[config.mk]
export PLATFORM = sky130hd
export DESIGN_NAME = fsr1_core
export DESIGN_NICKNAME = d
export VERILOG_FILES = /design/src/design/fsr1_pkg.sv /design/src/design/fsr1_link_if.sv /design/src/design/fsr1_spi_shift.sv /design/src/design/fsr1_nv_timer.sv /design/src/design/fsr1_core.sv
export SDC_FILE = /design/constraint.sdc
export NUM_CORES = 1
export LEC_CHECK = 0
export ABC_AREA = 1
export BUFFER_PORTS_ARGS = -buffer_cell sky130_fd_sc_hd__buf_2
export CAP_MARGIN = 25
export CORE_ASPECT_RATIO = 0.7
export CORE_MARGIN = 2
export CORE_UTILIZATION = 40
export CTS_BUF_LIST = sky130_fd_sc_hd__clkbuf_16
export CTS_CLUSTER_SIZE = 20
export DETAILED_ROUTE_END_ITERATION = 8
export GPL_ROUTABILITY_DRIVEN = 0
export PLACE_DENSITY = 0.61
export SLEW_MARGIN = 30
export SYNTH_ARGS = -nofsm -noshare
export SYNTH_HDL_FRONTEND = slang
export SYNTH_SLANG_ARGS = --single-unit
export TNS_END_PERCENT = 20
[constraint.sdc]
create_clock -name clk_sys -period 4.5 [get_ports clk_sys]
set_input_delay 0.45 -clock clk_sys [delete_from_list [all_inputs] [get_ports clk_sys]]
set_output_delay 0.45 -clock clk_sys [all_outputs]
set_load 0.05 [all_outputs]
[src/design/fsr1_pkg.sv]
// package of constants and types for the flash status register one block
package fsr1_pkg;
	// command opcodes
	localparam logic [7:0] OP_WREN = 8'h06;
	localparam logic [7:0] OP_WRDI = 8'h04;
	localparam logic [7:0] OP_VWREN = 8'h50;
	localparam logic [7:0] OP_RDSR = 8'h05;
	localparam logic [7:0] OP_WRSR = 8'h01;
	localparam logic [7:0] OP_PROG = 8'h02;
	localparam logic [7:0] OP_ERASE4 = 8'h20;
	localparam logic [7:0] OP_ERASE32 = 8'h52;
	localparam logic [7:0] OP_ERASE64 = 8'hd8;
	localparam logic [7:0] OP_CHIP_A = 8'h60;
	localparam logic [7:0] OP_CHIP_B = 8'hc7;

	// status register fields
	localparam int SR_SEL_LOW_BIT = 7;
	localparam int SR_GRAN_BIT = 6;
	localparam int SR_DIR_BIT = 5;
	localparam int SR_REGION_HI = 4;
	localparam int SR_REGION_LO = 2;
	localparam int SR_WEL_BIT = 1;
	localparam int SR_BUSY_BIT = 0;
	localparam logic [7:0] SR_RESET = 8'h00;
	localparam logic [2:0] REGION_NONE = 3'h0;
	localparam logic [2:0] REGION_FULL = 3'h7;

	// array geometry
	localparam int ADDR_W = 24;
	localparam int MEM_LOG2 = 21;
	localparam logic [4:0] GRAN64_LOG2 = 5'h10;
	localparam logic [4:0] GRAN4_LOG2 = 5'h0c;

	// whole-byte lengths of complete commands, opcode included
	localparam logic [2:0] LEN_SIMPLE = 3'h1;
	localparam logic [2:0] LEN_WRSR = 3'h2;
	localparam logic [2:0] LEN_ERASE = 3'h4;
	localparam logic [2:0] LEN_PROG = 3'h5;

	// non-volatile status store time
	localparam int T_NVWR_NS = 5000;
	localparam int CLK_MHZ = 250;
	localparam int NVWR_CYC = (T_NVWR_NS * CLK_MHZ) / 1000;

	typedef enum logic [3:0] {
		CMD_NONE = 4'h0,
		CMD_WREN = 4'h1,
		CMD_WRDI = 4'h2,
		CMD_VWREN = 4'h3,
		CMD_RDSR = 4'h4,
		CMD_WRSR = 4'h5,
		CMD_PROG = 4'h6,
		CMD_ERASE = 4'h7,
		CMD_CHIP = 4'h8
	} fsr1_cmd_t;

	typedef enum logic [1:0] {
		ST_OPCODE = 2'h0,
		ST_COLLECT = 2'h1,
		ST_SKIP = 2'h2
	} fsr1_state_t;

	typedef enum logic [2:0] {
		KIND_PROG = 3'h0,
		KIND_ERASE4 = 3'h1,
		KIND_ERASE32 = 3'h2,
		KIND_ERASE64 = 3'h3,
		KIND_CHIP = 3'h4
	} fsr1_kind_t;

	typedef enum logic [1:0] {
		PMODE_SOFT = 2'h0,
		PMODE_HARD = 2'h1,
		PMODE_SUPPLY = 2'h2,
		PMODE_OTP = 2'h3
	} fsr1_pmode_t;
endpackage

[src/design/fsr1_link_if.sv]
// interface joining the control core, the serial shifter and the store timer
`timescale 1ns/1ps
interface fsr1_link_if (
	input wire logic clk_sys,
	input wire logic nrst
);
	logic ce;
	logic byte_stb;
	logic [7:0] rx_byte;
	logic [2:0] byte_cnt;
	logic at_boundary;
	logic frame_end;
	logic [7:0] tx_byte;
	logic miso;
	logic op_start;
	logic op_busy;
	logic op_done;

	modport ctrl (input clk_sys, nrst, byte_stb, rx_byte, byte_cnt, at_boundary, frame_end,
		miso, op_busy, op_done, output ce, tx_byte, op_start);
	modport shift (input clk_sys, nrst, ce, tx_byte,
		output byte_stb, rx_byte, byte_cnt, at_boundary, frame_end, miso);
	modport timer (input clk_sys, nrst, ce, op_start, output op_busy, op_done);
endinterface

[src/design/fsr1_spi_shift.sv]
// serial shifter: samples the spi pins, frames bytes and shifts reply bytes out
`timescale 1ns/1ps
module fsr1_spi_shift
	import fsr1_pkg::*;
(
	// link to the core
	fsr1_link_if.shift lk,
	// spi pins
	input wire logic cs_n,
	input wire logic sck,
	input wire logic mosi
);
	logic sck_ff;
	logic cs_ff;
	logic [2:0] bitpos_ff;
	logic [6:0] rx_sh_ff;
	logic [7:0] tx_sh_ff;
	logic byte_stb_ff;
	logic [7:0] rx_byte_ff;
	logic [2:0] byte_cnt_ff;
	logic frame_end_ff;
	logic miso_ff;

	wire sck_rise = !sck_ff && sck && !cs_n;
	wire sck_fall = sck_ff && !sck && !cs_n;
	wire cs_fall = cs_ff && !cs_n;
	wire cs_rise = !cs_ff && cs_n;

	always_ff @(posedge lk.clk_sys or negedge lk.nrst) begin
		if (!lk.nrst) begin
			sck_ff <= 1'b0;
			cs_ff <= 1'b1;
			bitpos_ff <= 3'h0;
			rx_sh_ff <= 7'h00;
			tx_sh_ff <= 8'h00;
			byte_stb_ff <= 1'b0;
			rx_byte_ff <= 8'h00;
			byte_cnt_ff <= 3'h0;
			frame_end_ff <= 1'b0;
			miso_ff <= 1'b0;
		end else if (lk.ce) begin
			sck_ff <= sck;
			cs_ff <= cs_n;
			byte_stb_ff <= 1'b0;
			frame_end_ff <= cs_rise;
			if (cs_fall) begin
				bitpos_ff <= 3'h0;
				byte_cnt_ff <= 3'h0;
				tx_sh_ff <= 8'h00;
			end else if (sck_rise) begin
				rx_sh_ff <= {rx_sh_ff[5:0], mosi};
				bitpos_ff <= bitpos_ff + 3'h1;
				if (bitpos_ff == 3'h7) begin
					byte_stb_ff <= 1'b1;
					rx_byte_ff <= {rx_sh_ff, mosi};
					// saturates: longer frames only need to be known as long enough
					if (byte_cnt_ff != 3'h7) begin
						byte_cnt_ff <= byte_cnt_ff + 3'h1;
					end
					tx_sh_ff <= lk.tx_byte;
				end
			end else if (sck_fall) begin
				miso_ff <= tx_sh_ff[7];
				tx_sh_ff <= {tx_sh_ff[6:0], 1'b0};
			end
		end
	end

	assign lk.byte_stb = byte_stb_ff;
	assign lk.rx_byte = rx_byte_ff;
	assign lk.byte_cnt = byte_cnt_ff;
	assign lk.at_boundary = (bitpos_ff == 3'h0);
	assign lk.frame_end = frame_end_ff;
	assign lk.miso = miso_ff;
endmodule

[src/design/fsr1_nv_timer.sv]
// timer for the slow store of the status value into non-volatile memory
`timescale 1ns/1ps
module fsr1_nv_timer
	import fsr1_pkg::*;
(
	// link to the core
	fsr1_link_if.timer lk
);
	localparam logic [15:0] LAST_CNT = 16'(NVWR_CYC - 1);

	logic [15:0] cnt_ff;
	logic busy_ff;
	logic done_ff;

	always_ff @(posedge lk.clk_sys or negedge lk.nrst) begin
		if (!lk.nrst) begin
			cnt_ff <= 16'h0000;
			busy_ff <= 1'b0;
			done_ff <= 1'b0;
		end else if (lk.ce) begin
			done_ff <= 1'b0;
			if (lk.op_start && !busy_ff) begin
				busy_ff <= 1'b1;
				cnt_ff <= 16'h0000;
			end else if (busy_ff) begin
				if (cnt_ff == LAST_CNT) begin
					busy_ff <= 1'b0;
					done_ff <= 1'b1;
				end else begin
					cnt_ff <= cnt_ff + 16'h0001;
				end
			end
		end
	end

	assign lk.op_busy = busy_ff;
	assign lk.op_done = done_ff;
endmodule

[src/design/fsr1_core.sv]
// status register one of a serial flash: protection fields, write enable latch, busy
`timescale 1ns/1ps
module fsr1_core
	import fsr1_pkg::*;
(
	// clock, reset, enable
	input wire logic clk_sys,
	input wire logic nrst,
	input wire logic ce,
	// spi pins
	input wire logic cs_n,
	input wire logic sck,
	input wire logic mosi,
	output logic miso,
	// protection pins and neighbours
	input wire logic wp_n,
	input wire logic protect_select_high,
	// array engine
	input wire logic eng_busy,
	input wire logic eng_done,
	output logic eng_req,
	output logic [2:0] eng_kind,
	output logic [ADDR_W-1:0] eng_addr,
	// observed state
	output logic [7:0] status_value,
	output logic [7:0] nv_copy,
	output logic [1:0] protect_mode
);
	function automatic fsr1_cmd_t decode_cmd(input logic [7:0] op);
		case (op)
			OP_WREN: decode_cmd = CMD_WREN;
			OP_WRDI: decode_cmd = CMD_WRDI;
			OP_VWREN: decode_cmd = CMD_VWREN;
			OP_RDSR: decode_cmd = CMD_RDSR;
			OP_WRSR: decode_cmd = CMD_WRSR;
			OP_PROG: decode_cmd = CMD_PROG;
			OP_ERASE4, OP_ERASE32, OP_ERASE64: decode_cmd = CMD_ERASE;
			OP_CHIP_A, OP_CHIP_B: decode_cmd = CMD_CHIP;
			default: decode_cmd = CMD_NONE;
		endcase
	endfunction

	function automatic logic region_hit(input logic [ADDR_W-1:0] a, input logic [7:0] sr);
		logic [2:0] bp;
		logic [4:0] slog;
		logic [MEM_LOG2:0] span;
		logic [MEM_LOG2:0] off;
		logic [MEM_LOG2:0] top;
		bp = sr[SR_REGION_HI:SR_REGION_LO];
		slog = (sr[SR_GRAN_BIT] ? GRAN4_LOG2 : GRAN64_LOG2) + {2'h0, bp} - 5'h01;
		span = (MEM_LOG2 + 1)'(1) << slog;
		off = {1'b0, a[MEM_LOG2-1:0]};
		top = (MEM_LOG2 + 1)'(1) << MEM_LOG2;
		if (bp == REGION_NONE) begin
			region_hit = 1'b0;
		end else if (bp == REGION_FULL) begin
			region_hit = 1'b1;
		end else if (sr[SR_DIR_BIT]) begin
			region_hit = (off >= (top - span));
		end else begin
			region_hit = (off < span);
		end
	endfunction

	fsr1_link_if lk (
		.clk_sys(clk_sys),
		.nrst(nrst)
	);

	fsr1_spi_shift u_shift (
		.lk(lk),
		.cs_n(cs_n),
		.sck(sck),
		.mosi(mosi)
	);

	fsr1_nv_timer u_timer (
		.lk(lk)
	);

	fsr1_state_t state_ff;
	fsr1_cmd_t cmd_ff;
	logic [7:0] op_ff;
	logic [ADDR_W-1:0] addr_ff;
	logic [7:0] data_ff;
	logic [7:2] fields_ff;
	logic wel_ff;
	logic vol_en_ff;
	logic eng_pend_ff;
	logic [7:0] nv_copy_ff;
	logic eng_req_ff;
	logic [2:0] eng_kind_ff;
	logic [ADDR_W-1:0] eng_addr_ff;
	logic [7:0] status_ff;
	logic [1:0] pmode_ff;
	logic nv_start_ff;

	fsr1_state_t nxt_state;
	fsr1_cmd_t nxt_cmd;

	// live register value; bit 0 covers both the store timer and the array engine
	wire busy_now = lk.op_busy || eng_busy || eng_pend_ff || nv_start_ff;
	wire [7:0] sr_now = {fields_ff, wel_ff, busy_now};
	// refreshed every byte so a polling host sees busy fall
	assign lk.tx_byte = sr_now;
	assign lk.ce = ce;
	assign lk.op_start = nv_start_ff;

	// protection mode from both select bits; the pin only enters the status write lock
	wire sel_low = fields_ff[SR_SEL_LOW_BIT];
	wire [1:0] pmode_now = {protect_select_high, sel_low};
	wire sr_locked = protect_select_high || (sel_low && !wp_n);

	// frame-end classification
	wire fe = lk.frame_end;
	wire bnd = lk.at_boundary;
	wire [2:0] nb = lk.byte_cnt;
	wire in_collect = (state_ff == ST_COLLECT);
	wire is_wrsr = in_collect && (cmd_ff == CMD_WRSR);
	wire is_prog = in_collect && (cmd_ff == CMD_PROG);
	wire is_erase = in_collect && (cmd_ff == CMD_ERASE);
	wire is_chip = in_collect && (cmd_ff == CMD_CHIP);
	wire full_wrsr = is_wrsr && (nb >= LEN_WRSR);
	wire full_prog = is_prog && (nb >= LEN_PROG);
	wire full_erase = is_erase && (nb >= LEN_ERASE);
	wire full_chip = is_chip && (nb >= LEN_SIMPLE);
	wire exact_simple = bnd && (nb == LEN_SIMPLE);
	wire ok_wrsr = full_wrsr && bnd && (nb == LEN_WRSR);
	wire ok_prog = full_prog && bnd;
	wire ok_erase = full_erase && bnd && (nb == LEN_ERASE);
	wire ok_chip = full_chip && exact_simple;
	wire any_full = full_wrsr || full_prog || full_erase || full_chip;
	wire any_ok = ok_wrsr || ok_prog || ok_erase || ok_chip;
	// whole command shifted in but chip select rose off a byte edge, or late for any command but program
	wire cut_short = fe && any_full && !any_ok;

	wire wrsr_allowed = (wel_ff || vol_en_ff) && !sr_locked;
	wire do_wrsr = fe && ok_wrsr && wrsr_allowed;
	wire do_nv = do_wrsr && wel_ff;
	wire region_set = (fields_ff[SR_REGION_HI:SR_REGION_LO] != REGION_NONE);
	wire hit = region_hit(addr_ff, sr_now) || (ok_chip && region_set);
	wire arr_cmd = ok_prog || ok_erase || ok_chip;
	wire arr_try = fe && arr_cmd && wel_ff;
	wire do_arr = arr_try && !hit;
	wire refused = arr_try && hit;
	wire do_wren = fe && in_collect && (cmd_ff == CMD_WREN) && exact_simple;
	wire do_wrdi = fe && in_collect && (cmd_ff == CMD_WRDI) && exact_simple;
	wire do_vwren = fe && in_collect && (cmd_ff == CMD_VWREN) && exact_simple;
	wire op_finish = lk.op_done || (eng_pend_ff && eng_done);

	// one byte's worth of command sequencing
	always_comb begin
		nxt_state = state_ff;
		nxt_cmd = cmd_ff;
		if (fe) begin
			nxt_state = ST_OPCODE;
			nxt_cmd = CMD_NONE;
		end else if (lk.byte_stb) begin
			case (state_ff)
				ST_OPCODE: begin
					nxt_cmd = decode_cmd(lk.rx_byte);
					// only status reads are served while an operation runs
					if (busy_now && (decode_cmd(lk.rx_byte) != CMD_RDSR)) begin
						nxt_state = ST_SKIP;
					end else begin
						nxt_state = ST_COLLECT;
					end
				end
				ST_COLLECT: nxt_state = ST_COLLECT;
				ST_SKIP: nxt_state = ST_SKIP;
				default: nxt_state = ST_OPCODE;
			endcase
		end
	end

	always_ff @(posedge clk_sys or negedge nrst) begin
		if (!nrst) begin
			state_ff <= ST_OPCODE;
			cmd_ff <= CMD_NONE;
		end else if (ce) begin
			state_ff <= nxt_state;
			cmd_ff <= nxt_cmd;
		end
	end

	// opcode, address and data capture
	wire cap_op = lk.byte_stb && (state_ff == ST_OPCODE);
	wire cap_addr = lk.byte_stb && in_collect && (nb <= LEN_ERASE);
	wire cap_data = lk.byte_stb && is_wrsr && (nb == LEN_WRSR);

	always_ff @(posedge clk_sys or negedge nrst) begin
		if (!nrst) begin
			op_ff <= 8'h00;
			addr_ff <= 24'h000000;
			data_ff <= 8'h00;
		end else if (ce) begin
			if (cap_op) begin
				op_ff <= lk.rx_byte;
			end
			if (cap_addr) begin
				addr_ff <= {addr_ff[ADDR_W-9:0], lk.rx_byte};
			end
			if (cap_data) begin
				data_ff <= lk.rx_byte;
			end
		end
	end

	// writable fields: only a granted status write changes them
	always_ff @(posedge clk_sys or negedge nrst) begin
		if (!nrst) begin
			fields_ff <= SR_RESET[7:2];
			nv_copy_ff <= SR_RESET;
			nv_start_ff <= 1'b0;
		end else if (ce) begin
			nv_start_ff <= do_nv;
			if (do_wrsr) begin
				fields_ff <= data_ff[7:2];
			end
			// a volatile-enabled write reaches the stored copy only when the write enable latch is also set
			if (do_nv) begin
				nv_copy_ff <= {data_ff[7:2], 2'h0};
			end
		end
	end

	// write enable latch; a set in the same cycle as a clear wins
	wire wel_clr = op_finish || cut_short || refused || do_wrdi;
	always_ff @(posedge clk_sys or negedge nrst) begin
		if (!nrst) begin
			wel_ff <= 1'b0;
		end else if (ce) begin
			if (do_wren) begin
				wel_ff <= 1'b1;
			end else if (wel_clr) begin
				wel_ff <= 1'b0;
			end
		end
	end

	// volatile enable is spent by one status write
	always_ff @(posedge clk_sys or negedge nrst) begin
		if (!nrst) begin
			vol_en_ff <= 1'b0;
		end else if (ce) begin
			if (do_vwren) begin
				vol_en_ff <= 1'b1;
			end else if (do_wrsr || do_wren || do_wrdi) begin
				vol_en_ff <= 1'b0;
			end
		end
	end

	// array engine request; the latch stays set until the engine reports done
	always_ff @(posedge clk_sys or negedge nrst) begin
		if (!nrst) begin
			eng_req_ff <= 1'b0;
			eng_kind_ff <= KIND_PROG;
			eng_addr_ff <= 24'h000000;
			eng_pend_ff <= 1'b0;
		end else if (ce) begin
			eng_req_ff <= do_arr;
			if (do_arr) begin
				eng_pend_ff <= 1'b1;
				eng_addr_ff <= addr_ff;
				case (op_ff)
					OP_ERASE4: eng_kind_ff <= KIND_ERASE4;
					OP_ERASE32: eng_kind_ff <= KIND_ERASE32;
					OP_ERASE64: eng_kind_ff <= KIND_ERASE64;
					OP_PROG: eng_kind_ff <= KIND_PROG;
					default: eng_kind_ff <= KIND_CHIP;
				endcase
			end else if (eng_done) begin
				eng_pend_ff <= 1'b0;
			end
		end
	end

	// observation registers
	always_ff @(posedge clk_sys or negedge nrst) begin
		if (!nrst) begin
			status_ff <= SR_RESET;
			pmode_ff <= PMODE_SOFT;
		end else if (ce) begin
			status_ff <= sr_now;
			pmode_ff <= pmode_now;
		end
	end

	assign miso = lk.miso;
	assign eng_req = eng_req_ff;
	assign eng_kind = eng_kind_ff;
	assign eng_addr = eng_addr_ff;
	assign status_value = status_ff;
	assign nv_copy = nv_copy_ff;
	assign protect_mode = pmode_ff;
endmodule

# Word-level counts from Yosys, hierarchy flattened
# Index checks and enable logic that the tools add are counted.
# W data, S select, Z words.
[word_totals]
latch_bits = 0
ram_bits = 0
romBits = 0
input_bits = 10
n_memories = 0
register_bits = 152
wordCells = 232
[classes]
bitwise = 2
n_lt_le_gt_ge = 7
mux = 42
n_eq_ne = 34
add_sub_neg = 6
multipliers = 0
n_div = 0
n_shift = 1
n_reduce_logical = 111
[ops]
columns = ["cell", "count"]
rows = [
  ["$logic_and A1 B1 Y1", 48],
  ["$mux W16", 3],
  ["$eq A8 B7 Y1 const B", 4],
  ["$mux W8", 4],
  ["$pmux W4 S8", 1],
  ["$eq A8 B3 Y1 const B", 3],
  ["$eq A8 B8 Y1 const B", 3],
  ["$ge A21 B22 Y1", 1],
  ["$lt A21 B22 Y1", 1],
  ["$reduce_and A2 Y1", 11],
  ["$shl A1 B5 Y22 const A", 1],
  ["$sub A22 B22 Y22 const A", 1],
  ["$logic_or A1 B1 Y1", 20],
  ["$mux W1", 18],
  ["$mux W3", 6],
  ["$reduce_bool A2 Y1", 9],
  ["$add A16 B1 Y16 const B", 1],
  ["$eq A16 B11 Y1 const B", 1],
  ["$eq A8 B2 Y1 const B", 2],
  ["$eq A8 B6 Y1 const B", 2],
  ["$mux W4", 4],
  ["$eq A4 B3 Y1 const B", 3],
  ["$pmux W3 S4", 1],
  ["$reduce_and A3 Y1", 4],
  ["other kinds (30)", 51],
]

# Depth between registers and ports, before layout
[logic_depth]
word_depth = 15
mapped_depth = 37

# Cells and area by module
# A second synthesis with hierarchy kept.
[unflattened]
hier_cells = 1104
hier_area_um2 = 8692.1
[by_module_without_submodules]
columns = ["module", "cells_per_inst", "n_inst", "seq_area_each_um2", "area_per_inst_um2"]
rows = [
  ["fsr1_core", 744, 1, 2427.3, 5851.9],
  ["fsr1_spi_shift", 195, 1, 852.1, 1669.1],
  ["fsr1_nv_timer", 165, 1, 450.4, 1171.1],
]

# Worst setup path before layout
# OpenSTA, ideal clock, no wires.
[synth_path]
kind = "register to register"
from = "register fields_ff[3] (netlist name)"
to = "register eng_addr_ff[19] (netlist: eng_addr[19])"
path_buffers = 4
setup_ps = 119
stages_incl_launch_ff = 38
period_less_slack_ps = 4279
arrival_ps = 4160
setup_slack_ps = 221
cell_sequence = "dfrtp_1 -> buf_2 -> inv_1 -> nand2_1 -> fa_1 -> inv_1 -> nand2_1 -> nand2_1 -> buf_2 -> nand2_4 -> nor2_1 -> nand3_1 -> ha_1 -> inv_1 -> nor3_4 -> nand2_2 -> inv_1 -> nand4_1 -> [2 not listed] -> nand2_1 -> inv_1 -> nand2_1 -> nand2_1 -> a21oi_1 -> nand2_1 -> nand2_1 -> nand2_1 -> nand2_1 -> nand2_1 -> nand2_1 -> nand3_2 -> nand2_4 -> nand2_2 -> buf_6 -> buf_6 -> nand2_1 -> nand2_1"
[synth_between]
elab_chain_len = 12
elab_cells_between_ends = 17
cone_classes = "add/sub: 3; order compare: 2; eq/ne: 1; shift: 1; mux: 3; reduce/logical: 7"
[synth_lines]
columns = ["element", "line_no", "source"]
rows = [
  ["start, declared", "fsr1_core.sv:86", "logic [7:2] fields_ff;"],
  ["start signal, assigned", "fsr1_core.sv:212", "fields_ff <= SR_RESET[7:2];"],
  ["start signal, assigned", "fsr1_core.sv:218", "fields_ff <= data_ff[7:2];"],
  ["$add A5 B3 Y5", "fsr1_core.sv:50", "slog = (sr[SR_GRAN_BIT] ? GRAN4_LOG2 : GRAN64_LOG2) + {2'h0, bp} - 5'h01;"],
  ["$sub A5 B1 Y5", "fsr1_core.sv:50", ""],
  ["$shl A1 B5 Y22", "fsr1_core.sv:51", "span = (MEM_LOG2 + 1)'(1) << slog;"],
  ["$sub A22 B22 Y22", "fsr1_core.sv:59", "region_hit = (off >= (top - span));"],
  ["$ge A21 B22 Y1", "fsr1_core.sv:59", ""],
  ["$mux W1", "fsr1_core.sv:58", "end else if (sr[SR_DIR_BIT]) begin"],
  ["$mux W1", "fsr1_core.sv:56", "end else if (bp == REGION_FULL) begin"],
  ["$mux W1", "fsr1_core.sv:54", "if (bp == REGION_NONE) begin"],
  ["$logic_or A1 B1 Y1 *", "fsr1_core.sv:141", "wire hit = region_hit(addr_ff, sr_now) || (ok_chip && region_set);"],
  ["$logic_not A1 Y1 *", "fsr1_core.sv:144", "wire do_arr = arr_try && !hit;"],
  ["$logic_and A1 B1 Y1 *", "fsr1_core.sv:144", ""],
  ["$reduce_and A2 Y1 (no source line) *", "-", ""],
  ["end signal, assigned", "fsr1_core.sv:265", "eng_addr_ff <= addr_ff;"],
  ["end, declared", "fsr1_core.sv:93", "logic [ADDR_W-1:0] eng_addr_ff;"],
]
# Mark *: on every way between the ends. The rest lies on a longest branch, timed or not.
# A chain may end at the register's enable or synchronous reset.

# Worst setup path in the final report
[layout_path]
from = "register fields_ff[6] (netlist name)"
to = "register eng_addr_ff[4] (netlist: eng_addr[4])"
[layout_between]
elab_chain_len = 13
elab_cells_between_ends = 14
cone_classes = "add/sub: 3; order compare: 2; shift: 1; mux: 4; reduce/logical: 4"
[layout_lines]
columns = ["element", "line_no"]
rows = [
  ["$mux W5 *", "fsr1_core.sv:50"],
  ["$add A5 B3 Y5 *", "fsr1_core.sv:50"],
  ["$sub A5 B1 Y5 *", "fsr1_core.sv:50"],
  ["$shl A1 B5 Y22 *", "fsr1_core.sv:51"],
  ["$sub A22 B22 Y22", "fsr1_core.sv:59"],
  ["$ge A21 B22 Y1", "fsr1_core.sv:59"],
  ["$mux W1 *", "fsr1_core.sv:58"],
  ["$mux W1 *", "fsr1_core.sv:56"],
  ["$mux W1 *", "fsr1_core.sv:54"],
  ["$logic_or A1 B1 Y1 *", "fsr1_core.sv:141"],
  ["$logic_not A1 Y1 *", "fsr1_core.sv:144"],
  ["$logic_and A1 B1 Y1 *", "fsr1_core.sv:144"],
  ["$reduce_and A2 Y1 (no source line) *", "-"],
]
# Marked as above.

==> metrics.yaml <==
drt:
  num_vias: 7267
  ant_nets: 0
  drtIter0Drc: 552
  wl_per_cell_um: 15.1
  viasPerCell: 5.09
  first_pass_iters: 7
  drc_errors: 0
  drt_wl_total_mm: 21.6
die:
  start_util_pct: 40.7
  die_area_um2: 22200
  core_um2: 20600
  die_w_um: 177
  fp.dieH_um: 125
  rows: 44
  ios: 57
yosys:
  avgSynthCellArea_um2: 7.79
  ys.flop_type: "dfrtp_1"
  synth_top_area_cell: "dfrtp_1"
  ys_warn_count: 0
  syn_area_um2: 8400
  seq_area_frac_synth_pct: 44.4
  async_flop_share_pct: 100
  synth_top_area_share_pct: 44.1
  synth_edf_count: 0
  synthCells: 1078
  netlist-cell-type-count: 40
  synth_seq_cells: 149
  synth.area.top_cells: "dfrtp_1 (44%), nand2_1 (13%), ha_1 (7.7%), inv_1 (6.1%), o21ai_0 (4.8%)"
clock_network:
  clkTransAtPathRegs_ns: 0.07
  cts_tree: "built"
  cts-root-buf: "clkbuf_16"
  clk_latency_ns: 0.43
  cts_max_path_buffers: 2
  h-tree-depth: 4
  clock_sinks: 149
  cts_made_buffers: 17
global_routing:
  grt_pass1_wl_mm: 35.9
  globalRouteOverflowTotal: 0
  grt_pass1_vias: 6832
  grt_max_degree: 86
  antenna_found_initial: 0
  grt_usage_pct: 20.5
critical_path:
  end_kind: "flop"
  crit_top_cell: "nand2_1"
  crit_type: "reg2reg"
  slowest_delay_ns: 0.59
  reg2reg_from: "fields_ff[6]"
  worstPathArrival_ns: 4.53
  ff2ff_path_depth: 28
  ff2ff_setup_slack_ns: 0.28
  required_ns: 4.82
  cp-start-kind: "flop"
  crit_path_start: "fields_ff[6]"
  crit_fanout: 13
  critPathSlowestCell: "fa_2"
cells_and_area:
  instances_no_fill: 1429
  ff_latch_area_um2: 3730
  layout_common_cells: "nand2_1 (290), dfrtp_1 (148), inv_1 (136)"
  multi_input_area_um2: 4020
  final_nets: 1204
  syn_to_final_growth_pct: 14.8
  final_common_cell: "nand2_1"
  antenna_cells: 0
  fill_cells: 2034
  layout-drive-gt1-share_pct: 11.8
place:
  place_inst: 1392
  io_buffers: 54
  hpwl_mm: 15.6
sta:
  fmax_mhz: 237
  worst_pin_slew_ns: 0.842
  max_slew_margin_pct: 43.6
  post-route-period-util_pct: 93.7
  hold_violations: 0
  finalSetupViolCount: 0
  period_needed_ns: 4.22
  fin_skew_ns: 0.0123
  slew_violations: 0
  tns_ns: 0
power:
  leakage_nw: 4.97
  peakVddDrop_v: 0.000291
  power_per_cell_area_nw_per_um2: 335
hold_path:
  hold_class: "in2async"
status:
  status: "finished clean"
flow_run:
  cap_violations: 0
==> cells by family after synthesis <==
group	synth area share [%]
mux	0.134
xor+xnor	1.46
simple gates	26.3
compound gates	11.1
other cells	0.0446
buf+inv	8.34
flops	44.4
fa+ha+maj	8.22
==> what timing repair did <==
action,CTS,global route
endpoints found under the setup margin,0,30
setup buffers,0,4
hold buffers,0,0
gates resized for setup,0,16
==> report_power, final <==
part	switching (mW)	internal, mW	leakage, nW
clock network	0.622	0.717	0.263
logic	0.259	0.106	2.75
registers	0.0834	1.44	1.96
==> layout make-up <==
| cell class | instances | share of cell area (%) |
|---|---|---|
| multi-input combinational | 755 | 41.7 |
| sequential | 149 | 38.7 |
| inverter | 142 | 5.56 |
| timing repair buffer | 75 | 4.89 |
| clock buffer | 17 | 4.41 |
| tap | 276 | 3.58 |
| clock inverter | 15 | 1.23 |
==> synth_stat cells, drive strengths merged, types with 5 or more instances <==
cell type,instances
a31oi,7
dfrtp,148
a211oi,5
o21ai,82
buf,14
nor2,98
clkbuf,19
xor2,13
nor4,13
o2111ai,8
nand2,302
nand4,18
o22ai,10
nor3,26
inv,139
ha,52
o31ai,8
a21oi,35
nand3,61
==> per-stage QoR <==
stage          total power, mW  utilization (%)  hold slack [ns]  setup WS (ns)  instance area (um2)
3_3_place_gp              1.91             43.6            0.453          0.136                 8990
3_5_place_dp              1.91             43.6            0.454         0.0749                 9000
6_report                  3.23             46.7           0.0885          0.284                 9650
2_1_floorplan             1.79                -            0.154          0.221                 8400
5_1_grt                   3.39             46.7            0.153        -0.0186                 9650
4_1_cts                   3.26             46.2            0.109         0.0637                 9540
==> path summary, 6_finish.rpt <==
| kind | to |
|---|---|
| worst max-delay path | eng_addr[4] |
| worst min-delay path | u_timer.cnt_ff[10] |
| worst max register to register | eng_addr[4] |
| worst min register to register | eng_addr[12] |
| max in group asynchronous | addr_ff[14] |
| min in group clk_sys | u_shift.rx_sh_ff[0] |
==> flip-flops by register name (all words and copies together) (netlist names), 3 cells and up <==
name                 flops
cmd_ff                   4
u_shift.lk.rx_byte       8
data_ff                  6
fields_ff                6
u_timer.cnt_ff          16
eng_addr                24
addr_ff                 24
u_shift.lk.byte_cnt      3
nv_copy                  6
u_shift.rx_sh_ff         7
op_ff                    8
u_shift.tx_sh_ff         8
eng_kind                 3
status_value             7
u_shift.bitpos_ff        3
==> layer usage <==
metal  track usage (%)  vias to the layer above  routed length [um]
met5                 0                        -                   0
met4              3.74                        0                 163
met2              28.5                      193                8720
met1              32.5                     3395               11500
met3              4.29                       14                1240
li1                  -                     3665                   -
==> worst max-delay path, delay by kind of cell (launching register included) <==
| family | cells | cell delay, ns |
|---|---|---|
| compound gates | 4 | 0.50 |
| fa+ha+maj | 4 | 1.41 |
| buf+inv | 6 | 0.68 |
| simple gates | 14 | 1.14 |
| flops | 1 | 0.36 |
(Power assumes the default switching activity.)
